$ cat src/baud_pkg.sv
// Constants for bit clock selection and receiver reset control
package baud_pkg;
  // ****************************************
  // Bus map (index, byte address is index * 4)
  // ****************************************
  localparam logic [7:0] IDX_CLKSEL     = 8'h00;
  localparam logic [7:0] IDX_AUX        = 8'h01;
  localparam logic [7:0] IDX_EXT_TOGGLE = 8'h02;
  localparam logic [7:0] IDX_MODE       = 8'h03;
  localparam logic [7:0] IDX_CMD        = 8'h04;
  localparam logic [7:0] IDX_STATUS     = 8'h05;
  localparam logic [7:0] IDX_OUTPORT    = 8'h06;
  localparam logic [7:0] IDX_TEST_1X    = 8'h0a;

  // ****************************************
  // Field positions and reset values
  // ****************************************
  localparam int          CMD_ENABLE_BIT  = 0;
  localparam int          CMD_DISABLE_BIT = 1;
  localparam int          CMD_RESET_BIT   = 2;
  localparam int          CMD_CH_STRIDE   = 4;
  localparam int          ST_EXT_BIT      = 4;
  localparam int          ST_FORCE_BIT    = 5;
  localparam logic [15:0] CLKSEL_RESET    = 16'h0000;
  localparam logic [3:0]  MODE_RESET      = 4'h0;
  localparam logic [7:0]  OUTPORT_RESET   = 8'h00;
  localparam logic [1:0]  PARITY_WAKEUP   = 2'h3;

  // ****************************************
  // Clock select codes
  // ****************************************
  localparam logic [3:0] CODE_TIMER = 4'hd;
  localparam logic [3:0] CODE_EXT16 = 4'he;
  localparam logic [3:0] CODE_EXT1X = 4'hf;
  localparam logic [3:0] SUB16_LAST = 4'hf;

  // ****************************************
  // Timing
  // ****************************************
  localparam int unsigned CLK_HZ_DEFAULT = 100_000_000;
  localparam int          DIV_W          = 20;

  // Rates in tenths of a baud
  localparam int unsigned R50    = 500;
  localparam int unsigned R75    = 750;
  localparam int unsigned R110   = 1100;
  localparam int unsigned R134   = 1345;
  localparam int unsigned R150   = 1500;
  localparam int unsigned R200   = 2000;
  localparam int unsigned R300   = 3000;
  localparam int unsigned R600   = 6000;
  localparam int unsigned R880   = 8800;
  localparam int unsigned R1050  = 10500;
  localparam int unsigned R1076  = 10760;
  localparam int unsigned R1200  = 12000;
  localparam int unsigned R1800  = 18000;
  localparam int unsigned R2000  = 20000;
  localparam int unsigned R2400  = 24000;
  localparam int unsigned R4800  = 48000;
  localparam int unsigned R7200  = 72000;
  localparam int unsigned R9600  = 96000;
  localparam int unsigned R14k4  = 144000;
  localparam int unsigned R19k2  = 192000;
  localparam int unsigned R28k8  = 288000;
  localparam int unsigned R38k4  = 384000;
  localparam int unsigned R57k6  = 576000;
  localparam int unsigned R115k2 = 1152000;

  // Fixed rate for a code, rate set and table choice
  function automatic int unsigned rate10(input logic [3:0] code, input logic set,
                                         input logic ext);
    int unsigned r;
    r = R9600;
    case (code)
      4'h0:    r = ext ? (set ? R7200 : R4800) : (set ? R75 : R50);
      4'h1:    r = ext ? R880 : R110;
      4'h2:    r = ext ? R1076 : R134;
      4'h3:    r = ext ? (set ? R14k4 : R19k2) : (set ? R150 : R200);
      4'h4:    r = ext ? R28k8 : R300;
      4'h5:    r = ext ? R57k6 : R600;
      4'h6:    r = ext ? R115k2 : R1200;
      4'h7:    r = set ? R2000 : R1050;
      4'h8:    r = ext ? R57k6 : R2400;
      4'h9:    r = R4800;
      4'ha:    r = ext ? (set ? R14k4 : R57k6) : (set ? R1800 : R7200);
      4'hb:    r = R9600;
      4'hc:    r = set ? R19k2 : R38k4;
      default: r = R9600;
    endcase
    return r;
  endfunction

  // Clock cycles per 16x tick, rounded to nearest
  function automatic int unsigned div_of(input int unsigned clk_hz, input int unsigned r10);
    return (clk_hz * 10 + 8 * r10) / (16 * r10);
  endfunction
endpackage

$ cat src/baud_select_rx_reset.sv
// APB bit clock selection, test modes and receiver reset control
//
// Chosen here: the APB interface to the registers and the register addresses.
`timescale 1ns/100ps
// Function
// - Clock code picks fixed, timer, ext 16x or 1x
// - Rate set bit picks between two tables
// - Extended test mode swaps alternate rate table
// - Each read at index 2 toggles extended mode
// - Extended mode is one device wide setting
// - Index A test mode forces 1x clocking
// - Index A test mode drives ports internally
// - Receiver reset then enable keeps programming
// - Wake-up parity code blocks disable and reset
module baud_select_rx_reset #(
  parameter int unsigned CLK_HZ = baud_pkg::CLK_HZ_DEFAULT
) (
  input  wire logic        pclk,
  input  wire logic        presetn,
  input  wire logic        psel,
  input  wire logic        penable,
  input  wire logic        pwrite,
  input  wire logic [9:0]  paddr,
  input  wire logic [31:0] pwdata,
  output logic [31:0]      prdata,
  output logic             pready,
  output logic             pslverr,
  input  wire logic        timer_tick,
  input  wire logic [1:0]  ext_clk,
  output logic [1:0]       rx_bit_tick,
  output logic [1:0]       tx_bit_tick,
  output logic [1:0]       rx_enabled,
  output logic [1:0]       rx_active,
  output logic [7:0]       op_pins
);
  logic [15:0] clksel;
  logic        rate_set_select;
  logic [3:0]  parity_mode_field;
  logic [7:0]  outport;
  logic        ext_mode;
  logic        force_1x;
  logic [1:0]  ext_meta;
  logic [1:0]  ext_sync;
  logic [1:0]  ext_prev;
  logic [1:0]  ext_edge;
  logic [7:0]  idx;
  logic        mapped;
  logic        wr;
  logic        rd;
  logic [1:0]  wakeup;
  logic [31:0] next_prdata;

  // ****************************************
  // APB decode
  // ****************************************
  assign idx    = paddr[9:2];
  assign mapped = (paddr[1:0] == 2'h0) &&
                  (idx <= baud_pkg::IDX_OUTPORT || idx == baud_pkg::IDX_TEST_1X);
  assign wr     = psel && penable && pwrite && mapped;
  assign rd     = psel && penable && !pwrite && mapped;
  assign pready = 1'b1;

  always_comb begin
    next_prdata = 32'h0000_0000;
    case (idx)
      baud_pkg::IDX_CLKSEL:     next_prdata[15:0] = clksel;
      baud_pkg::IDX_AUX:        next_prdata[0]    = rate_set_select;
      baud_pkg::IDX_EXT_TOGGLE: next_prdata[0]    = ext_mode;
      baud_pkg::IDX_MODE:       next_prdata[3:0]  = parity_mode_field;
      baud_pkg::IDX_STATUS:     next_prdata[5:0]  = {force_1x, ext_mode, rx_active, rx_enabled};
      baud_pkg::IDX_OUTPORT:    next_prdata[7:0]  = outport;
      baud_pkg::IDX_TEST_1X:    next_prdata[0]    = force_1x;
      default:                  next_prdata       = 32'h0000_0000;
    endcase
  end

  always_ff @(posedge pclk or negedge presetn) begin
    if (!presetn) begin
      prdata  <= 32'h0000_0000;
      pslverr <= 1'b0;
    end else if (psel && !penable) begin
      prdata  <= (pwrite || !mapped) ? 32'h0000_0000 : next_prdata;
      pslverr <= !mapped;
    end
  end

  // ****************************************
  // Programming registers
  // ****************************************
  always_ff @(posedge pclk or negedge presetn) begin
    if (!presetn) begin
      clksel            <= baud_pkg::CLKSEL_RESET;
      rate_set_select   <= 1'b0;
      parity_mode_field <= baud_pkg::MODE_RESET;
      outport           <= baud_pkg::OUTPORT_RESET;
      force_1x          <= 1'b0;
    end else if (wr) begin
      case (idx)
        baud_pkg::IDX_CLKSEL:  clksel            <= pwdata[15:0];
        baud_pkg::IDX_AUX:     rate_set_select   <= pwdata[0];
        baud_pkg::IDX_MODE:    parity_mode_field <= pwdata[3:0];
        baud_pkg::IDX_OUTPORT: outport           <= pwdata[7:0];
        baud_pkg::IDX_TEST_1X: force_1x          <= pwdata[0];
        default:               clksel            <= clksel;
      endcase
    end
  end

  // ****************************************
  // Extended rate test mode
  // ****************************************
  always_ff @(posedge pclk or negedge presetn) begin
    if (!presetn) begin
      ext_mode <= 1'b0;
    end else if (rd && idx == baud_pkg::IDX_EXT_TOGGLE) begin
      ext_mode <= !ext_mode;
    end
  end

  // ****************************************
  // Receiver enable and reset
  // ****************************************
  for (genvar ch = 0; ch < 2; ch++) begin : g_rx
    localparam int B = ch * baud_pkg::CMD_CH_STRIDE;
    assign wakeup[ch] = parity_mode_field[2*ch +: 2] == baud_pkg::PARITY_WAKEUP;

    always_ff @(posedge pclk or negedge presetn) begin
      if (!presetn) begin
        rx_enabled[ch] <= 1'b0;
      end else if (wr && idx == baud_pkg::IDX_CMD) begin
        if ((pwdata[B + baud_pkg::CMD_RESET_BIT] || pwdata[B + baud_pkg::CMD_DISABLE_BIT])
            && !wakeup[ch]) begin
          rx_enabled[ch] <= 1'b0;
        end else if (pwdata[B + baud_pkg::CMD_ENABLE_BIT]) begin
          rx_enabled[ch] <= 1'b1;
        end
      end
    end

    assign rx_active[ch] = rx_enabled[ch] || wakeup[ch];

    a_rx_enable: assert property (@(posedge pclk) disable iff (!presetn)
      (wr && idx == baud_pkg::IDX_CMD && pwdata[B + baud_pkg::CMD_ENABLE_BIT]
       && !pwdata[B + baud_pkg::CMD_RESET_BIT] && !pwdata[B + baud_pkg::CMD_DISABLE_BIT])
      |=> rx_enabled[ch])
      else $error("enable command did not enable receiver");
    a_rx_reset: assert property (@(posedge pclk) disable iff (!presetn)
      (wr && idx == baud_pkg::IDX_CMD && pwdata[B + baud_pkg::CMD_RESET_BIT] && !wakeup[ch])
      |=> !rx_enabled[ch])
      else $error("reset command left receiver enabled");
    a_wake_hold: assert property (@(posedge pclk) disable iff (!presetn)
      (wakeup[ch] && rx_enabled[ch]) |=> rx_enabled[ch])
      else $error("receiver left enabled state in wake-up mode");

    bit_clock_select #(.CLK_HZ(CLK_HZ)) u_rx (
      .pclk            (pclk),
      .presetn         (presetn),
      .code            (clksel[8*ch + 4 +: 4]),
      .rate_set_select (rate_set_select),
      .ext_mode        (ext_mode),
      .force_1x        (force_1x),
      .timer_tick      (timer_tick),
      .ext_edge        (ext_edge[ch]),
      .bit_tick        (rx_bit_tick[ch])
    );
    bit_clock_select #(.CLK_HZ(CLK_HZ)) u_tx (
      .pclk            (pclk),
      .presetn         (presetn),
      .code            (clksel[8*ch +: 4]),
      .rate_set_select (rate_set_select),
      .ext_mode        (ext_mode),
      .force_1x        (force_1x),
      .timer_tick      (timer_tick),
      .ext_edge        (ext_edge[ch]),
      .bit_tick        (tx_bit_tick[ch])
    );
  end

  // ****************************************
  // External clock pins and output port
  // ****************************************
  always_ff @(posedge pclk or negedge presetn) begin
    if (!presetn) begin
      ext_meta <= 2'h0;
      ext_sync <= 2'h0;
      ext_prev <= 2'h0;
    end else begin
      ext_meta <= ext_clk;
      ext_sync <= ext_meta;
      ext_prev <= ext_sync;
    end
  end
  assign ext_edge = ext_sync & ~ext_prev;

  always_ff @(posedge pclk or negedge presetn) begin
    if (!presetn) begin
      op_pins <= 8'hff;
    end else if (force_1x) begin
      op_pins <= {rx_active, rx_enabled, rx_bit_tick, tx_bit_tick};
    end else begin
      op_pins <= ~outport;
    end
  end

  // ****************************************
  // Assertions
  // ****************************************
  a_toggle_read: assert property (@(posedge pclk) disable iff (!presetn)
    (rd && idx == baud_pkg::IDX_EXT_TOGGLE) |=> ext_mode != $past(ext_mode))
    else $error("read at toggle address did not flip extended mode");
  a_ext_hold: assert property (@(posedge pclk) disable iff (!presetn)
    !(rd && idx == baud_pkg::IDX_EXT_TOGGLE) |=> $stable(ext_mode))
    else $error("extended mode changed without toggle read");
  a_ext_reset: assert property (@(posedge pclk)
    $rose(presetn) |-> !ext_mode)
    else $error("extended mode set after reset");
  a_force_write: assert property (@(posedge pclk) disable iff (!presetn)
    (wr && idx == baud_pkg::IDX_TEST_1X) |=> force_1x == $past(pwdata[0]))
    else $error("1x test mode not taken from write");
  a_port_test: assert property (@(posedge pclk) disable iff (!presetn)
    ##1 $past(force_1x) |-> op_pins[7:6] == $past(rx_active))
    else $error("output port not driven from internal nodes");
  a_keep_prog: assert property (@(posedge pclk) disable iff (!presetn)
    (wr && idx == baud_pkg::IDX_CMD) |=> $stable(clksel) && $stable(parity_mode_field))
    else $error("receiver command altered programming");
  a_wake_block: assert property (@(posedge pclk) disable iff (!presetn)
    (wakeup[0] && rx_enabled[0]) |=> rx_enabled[0] || !$past(wakeup[0]))
    else $error("receiver disabled while in wake-up mode");
  a_port_normal: assert property (@(posedge pclk) disable iff (!presetn)
    ##1 !$past(force_1x) |-> op_pins == ~$past(outport))
    else $error("output port not driven from port register");
  a_toggle_old: assert property (@(posedge pclk) disable iff (!presetn)
    (rd && idx == baud_pkg::IDX_EXT_TOGGLE) |-> prdata[0] == ext_mode)
    else $error("toggle read did not return prior state");
  a_force_hold: assert property (@(posedge pclk) disable iff (!presetn)
    !(wr && idx == baud_pkg::IDX_TEST_1X) |=> $stable(force_1x))
    else $error("1x test mode changed without write");
  c_toggle: cover property (@(posedge pclk) disable iff (!presetn) $rose(ext_mode));
  c_force: cover property (@(posedge pclk) disable iff (!presetn) force_1x && rx_bit_tick[0]);
  c_rx_reset: cover property (@(posedge pclk) disable iff (!presetn) $fell(rx_enabled[1]));
endmodule // baud_select_rx_reset

$ cat src/bit_clock_select.sv
// One bit clock selector: 16x tick source and bit tick
`timescale 1ns/100ps
module bit_clock_select #(
  parameter int unsigned CLK_HZ = baud_pkg::CLK_HZ_DEFAULT
) (
  input  wire logic       pclk,
  input  wire logic       presetn,
  input  wire logic [3:0] code,
  input  wire logic       rate_set_select,
  input  wire logic       ext_mode,
  input  wire logic       force_1x,
  input  wire logic       timer_tick,
  input  wire logic       ext_edge,
  output logic            bit_tick
);
  localparam int W = baud_pkg::DIV_W;

  logic         fixed;
  logic [W-1:0] div;
  logic [W-1:0] cnt;
  logic [5:0]   cfg;
  logic [5:0]   cfg_prev;
  logic         tick16;
  logic [3:0]   sub16;

  // ****************************************
  // Rate divider
  // ****************************************
  assign fixed = code < baud_pkg::CODE_TIMER;
  assign div   = W'(baud_pkg::div_of(CLK_HZ,
                   baud_pkg::rate10(code, rate_set_select, ext_mode)));
  assign cfg   = {code, rate_set_select, ext_mode};

  always_ff @(posedge pclk or negedge presetn) begin
    if (!presetn) begin
      cnt      <= '0;
      cfg_prev <= '0;
    end else begin
      cfg_prev <= cfg;
      if (cfg != cfg_prev || cnt >= div - W'(1)) begin
        cnt <= '0;
      end else begin
        cnt <= cnt + W'(1);
      end
    end
  end

  always_comb begin
    tick16 = 1'b0;
    case (code)
      baud_pkg::CODE_TIMER: tick16 = timer_tick;
      baud_pkg::CODE_EXT16: tick16 = ext_edge;
      baud_pkg::CODE_EXT1X: tick16 = ext_edge;
      default:              tick16 = (cfg == cfg_prev) && (cnt == div - W'(1));
    endcase
  end

  // ****************************************
  // Divide by 16 or pass through in 1x
  // ****************************************
  always_ff @(posedge pclk or negedge presetn) begin
    if (!presetn) begin
      sub16 <= '0;
    end else if (tick16) begin
      sub16 <= sub16 + 4'h1;
    end
  end

  assign bit_tick = (code == baud_pkg::CODE_EXT1X || force_1x) ? tick16
                  : (tick16 && sub16 == baud_pkg::SUB16_LAST);

  // ****************************************
  // Assertions
  // ****************************************
  logic [W-1:0] gap;
  logic         gap_ok;
  always_ff @(posedge pclk or negedge presetn) begin
    if (!presetn) begin
      gap    <= '0;
      gap_ok <= 1'b0;
    end else if (cfg != cfg_prev || !fixed) begin
      gap    <= '0;
      gap_ok <= 1'b0;
    end else if (tick16) begin
      gap    <= '0;
      gap_ok <= 1'b1;
    end else begin
      gap    <= gap + W'(1);
    end
  end

  a_fixed_period: assert property (@(posedge pclk) disable iff (!presetn)
    (tick16 && fixed && gap_ok) |-> gap == div - W'(1))
    else $error("fixed rate tick spacing differs from divisor");
  a_ext_onex: assert property (@(posedge pclk) disable iff (!presetn)
    (code == baud_pkg::CODE_EXT1X && ext_edge) |-> bit_tick)
    else $error("external 1x edge gave no bit tick");
  a_force_onex: assert property (@(posedge pclk) disable iff (!presetn)
    (force_1x && tick16) |-> bit_tick)
    else $error("forced 1x mode did not pass 16x tick");
  c_sixteen: cover property (@(posedge pclk) disable iff (!presetn)
    !force_1x && fixed && bit_tick);
endmodule // bit_clock_select
$ cat config.mk
export PLATFORM = sky130hd
export DESIGN_NAME = baud_select_rx_reset
export DESIGN_NICKNAME = d
export VERILOG_FILES = /design/src/baud_pkg.sv /design/src/baud_select_rx_reset.sv /design/src/bit_clock_select.sv
export SDC_FILE = /design/constraint.sdc
export NUM_CORES = 2
export LEC_CHECK = 0
export CAP_MARGIN = 10
export CORE_ASPECT_RATIO = 1.2
export CORE_UTILIZATION = 40
export CTS_CLUSTER_SIZE = 30
export DETAILED_ROUTE_END_ITERATION = 6
export DONT_BUFFER_PORTS = 1
export PLACE_DENSITY = 0.55
export SYNTH_ARGS = -nofsm -noshare
export SYNTH_HDL_FRONTEND = slang
export SYNTH_SLANG_ARGS = --single-unit
$ cat constraint.sdc
create_clock -name pclk -period 65.3 [get_ports pclk]
set_input_delay 0 -clock pclk [delete_from_list [all_inputs] [get_ports pclk]]
set_output_delay 0 -clock pclk [all_outputs]
set_load 0.02 [all_outputs]
==> results by group <==
Finish
  – Fraction of layout cells with a size suffix above 1: 0.135
  – Area Growth Syn to Fin: 11.3%
  – Register Area: 4490 um^2
  – Fill count: 22600
  – Final Instance Area: 98800 um^2
  – Final net count: 14300
  – Area occupied by multi-input gates: 82400 um^2

Logic synthesis
  – Synth top area cells: ha_1 (22%), xnor2_1 (5.8%), mux2_2 (5.7%)
  – FFs w/ async S/R, synth: 1.00
  – Post-synthesis cell type count: 126
  – Top cell type's share of synthesized area: 0.216
  – Yosys Warn Count: 0
  – Cell Area, Synth: 88800 um^2
  – Prevailing post-synth register cell: dfrtp_1
  – #FFs+latches synth: 178
  – Cells after synthesis: 12300
  – Count leader, synth: ha_1
  – Synth Area per Inst: 7.23 um^2
  – Most frequent cells after synthesis: ha_1 (1534), nor2_1 (1261), nand2_1 (1001)
  – Post-synth EDFFs: 0
  – Biggest area consumer among synthesized cells: ha_1
  – Sequential-to-total area share from yosys stat: 0.0503

Global route
  – Total GRT Usage: 0.285
  – Vias in the first global route: 92300
  – First-pass GRT wire length: 516000 um
  – Antenna violations before repair: 13
  – Total gr overflow: 0
  – Largest net degree at the start of global routing: 179

Drt
  – DRT Pass-1 Iters: 7
  – Final wirelength: 333000 um
  – Total number of vias: 95500
  – Via density: 6.10
  – DRC: 0
  – WL/cell: 21.2 um
  – Drt initial violations: 6224
  – Antenna viol nets, final: 0

Die
  – Floorplan Core Area: 221000 um^2
  – Width of the chip: 432 um
  – Die height: 518 um
  – Starting density of the core: 0.402
  – Io pins: 100
  – Rows: 189
  – Die ar.: 224000 um^2

Hold path
  – Hold Path Sink: g_rx[1].u_tx.sub16[0]
  – Hold Startpoint: timer_tick
  – Hold crit path type: in2reg
  – Hold-critical path depth: 3

Critical path
  – Reg2reg setup slack: 4.14 ns
  – Critical-path top delay cell: a2111oi_0
  – Critical path type: reg2out
  – Worst setup EP type: primary output
  – Critical path's most frequent cell: o21a_1
  – CP Buf/Inv Count: 40
  – Reg2Reg Capture Point: g_rx[0].u_rx.cnt[18]
  – CP top delay family: compound AO/OA/AOI/OAI gates
  – Slowest cell delay on critical path: 0.66 ns
  – CP Depth: 281
  – Kind of start point of the critical path: flop
  – Worst path arrival time: 61.61 ns
  – CP max FO: 18
  – Reg2reg start: rate_set_select
  – Required time worst endpoint: 65.30 ns
  – Reg2Reg Depth: 279

STA
  – Tmin final: 61.61 ns
  – Final setup skew: 0.0159 ns
  – Fmax: 16.2 MHz
  – Slew headroom: 0.191
  – Worst Tran Pin Value: 1.20 ns
  – Final Setup Violations: 0
  – Final slew viol count: 0
  – Hold violation count in the final report: 0
  – Tcrit/Tclk final: 0.943

Status
  – Outcome: finished clean

Placement
  – Detailed Place HPWL: 263000 um
  – RePlAce Congestion: 0.963
  – IO buf count: 0
  – Placement-stage cell area: 96500 um^2

Clocking
  – Root Buffer Master: clkbuf_16
  – CTS H-tree lvls: 4
  – Largest buffer count on any clock path: 2
  – CTS sink count: 178
  – CTS tree: built
  – Clock Latency Late Sink: 0.54 ns
  – Inserted Clock Buffers: 17
  – Clock slew at reported path FFs: 0.08 ns

Job
  – Max Cap Viol: 0
flip-flops by register name (all words and copies together) (netlist names), 4 cells and up:
name and flops:
clksel 16, g_rx.u_rx.cfg_prev 8, g_rx.u_rx.cnt 40, g_rx.u_rx.sub16 8
g_rx.u_tx.cfg_prev 10, g_rx.u_tx.cnt 40, g_rx.u_tx.sub16 8, op_pins 8
outport 8, parity_mode_field 4, prdata 16
cells in the final DEF, fill, tap and decap left out, types with 154 or more instances in the layout:
master	instances
o31ai_1	185
nand2b_1	172
mux2_2	446
nor2b_1	192
a21o_1	395
dfrtp_1	158
inv_1	395
buf_4	692
a21oi_1	842
xnor2_1	590
a31oi_1	154
o21ai_0	597
nand3_1	284
o21a_1	530
xor2_1	343
nor2_1	1246
ha_1	1526
nor3_1	537
nand2_1	995
routing by layer:
layer	up-vias	global-route usage	wire length, um
met2	2356	0.507	161000
met4	0	0.133	17500
met5	-	0	0
met1	45600	0.344	141000
met3	700	0.0215	13400
li1	46800	-	-
per-stage QoR:
step | utilization | std cells | hold WS [ns] | setup TNS (ns) | worst slack [ns]
after floorplan | - | 12300 | -0.296 | 0 | 2.34
after global placement | 0.437 | 15600 | -0.257 | 0 | 1.30
after detailed placement | 0.437 | 15600 | -0.256 | 0 | 1.12
after CTS | 0.441 | 15600 | 0.000844 | 0 | 0.119
after global routing | 0.447 | 15700 | 0.0327 | -0.424 | -0.166
final | 0.447 | 15700 | 0.00529 | 0 | 3.69
layout make-up:
class / instances / area share
clock inverters: 15 / 0.00206
multi-input cells: 11300 / 0.834
inverters: 402 / 0.0153
repair buffers: 757 / 0.0613
well taps: 2960 / 0.0375
clock buffers: 17 / 0.00430
diodes: 11 / 0.000279
flip-flops and latches: 178 / 0.0454
worst min-delay path, cell delays in order:
cell	delay, ns
a22oi_1	0.09
o21ai_2	0.31
xor2_1	0.09
cells by family after synthesis:
group | count (synthesis) | share of synthesized area
buffers and inverters | 827 | 0.0375
other | 2 | 0.0000845
multiplexers | 523 | 0.0656
AO/OA/AOI/OAI | 3816 | 0.291
AND/OR/NAND/NOR | 4477 | 0.247
flip-flops | 178 | 0.0503
adder cells (fa/ha/maj) | 1538 | 0.217
XOR/XNOR | 934 | 0.0921
worst max-delay path by stage:
stage	to	startpoint	slack (ns)
6_report	rx_bit_tick[1]	ext_mode	3.69
5_1_grt	rx_bit_tick[1]	ext_mode	-0.17
2_1_floorplan	g_rx[1].u_tx.sub16[3]	ext_mode	2.34
3_3_place_gp	op_pins[3]	ext_mode	1.30
4_1_cts	rx_bit_tick[1]	ext_mode	0.12
3_5_place_dp	op_pins[3]	ext_mode	1.12
repair_timing:
| action | CTS | global route |
|---|---|---|
| endpoints found under the setup margin | 0 | 104 |
| gates resized for setup | 0 | 259 |
| buffers inserted | 0 | 33 |
| hold buffers | 35 | 0 |
| endpoints found under the hold margin | 221 | 0 |
Power is left out: the tool's default activity adds up to more than one toggle a clock period on the data nets, which glitch-free logic cannot reach.
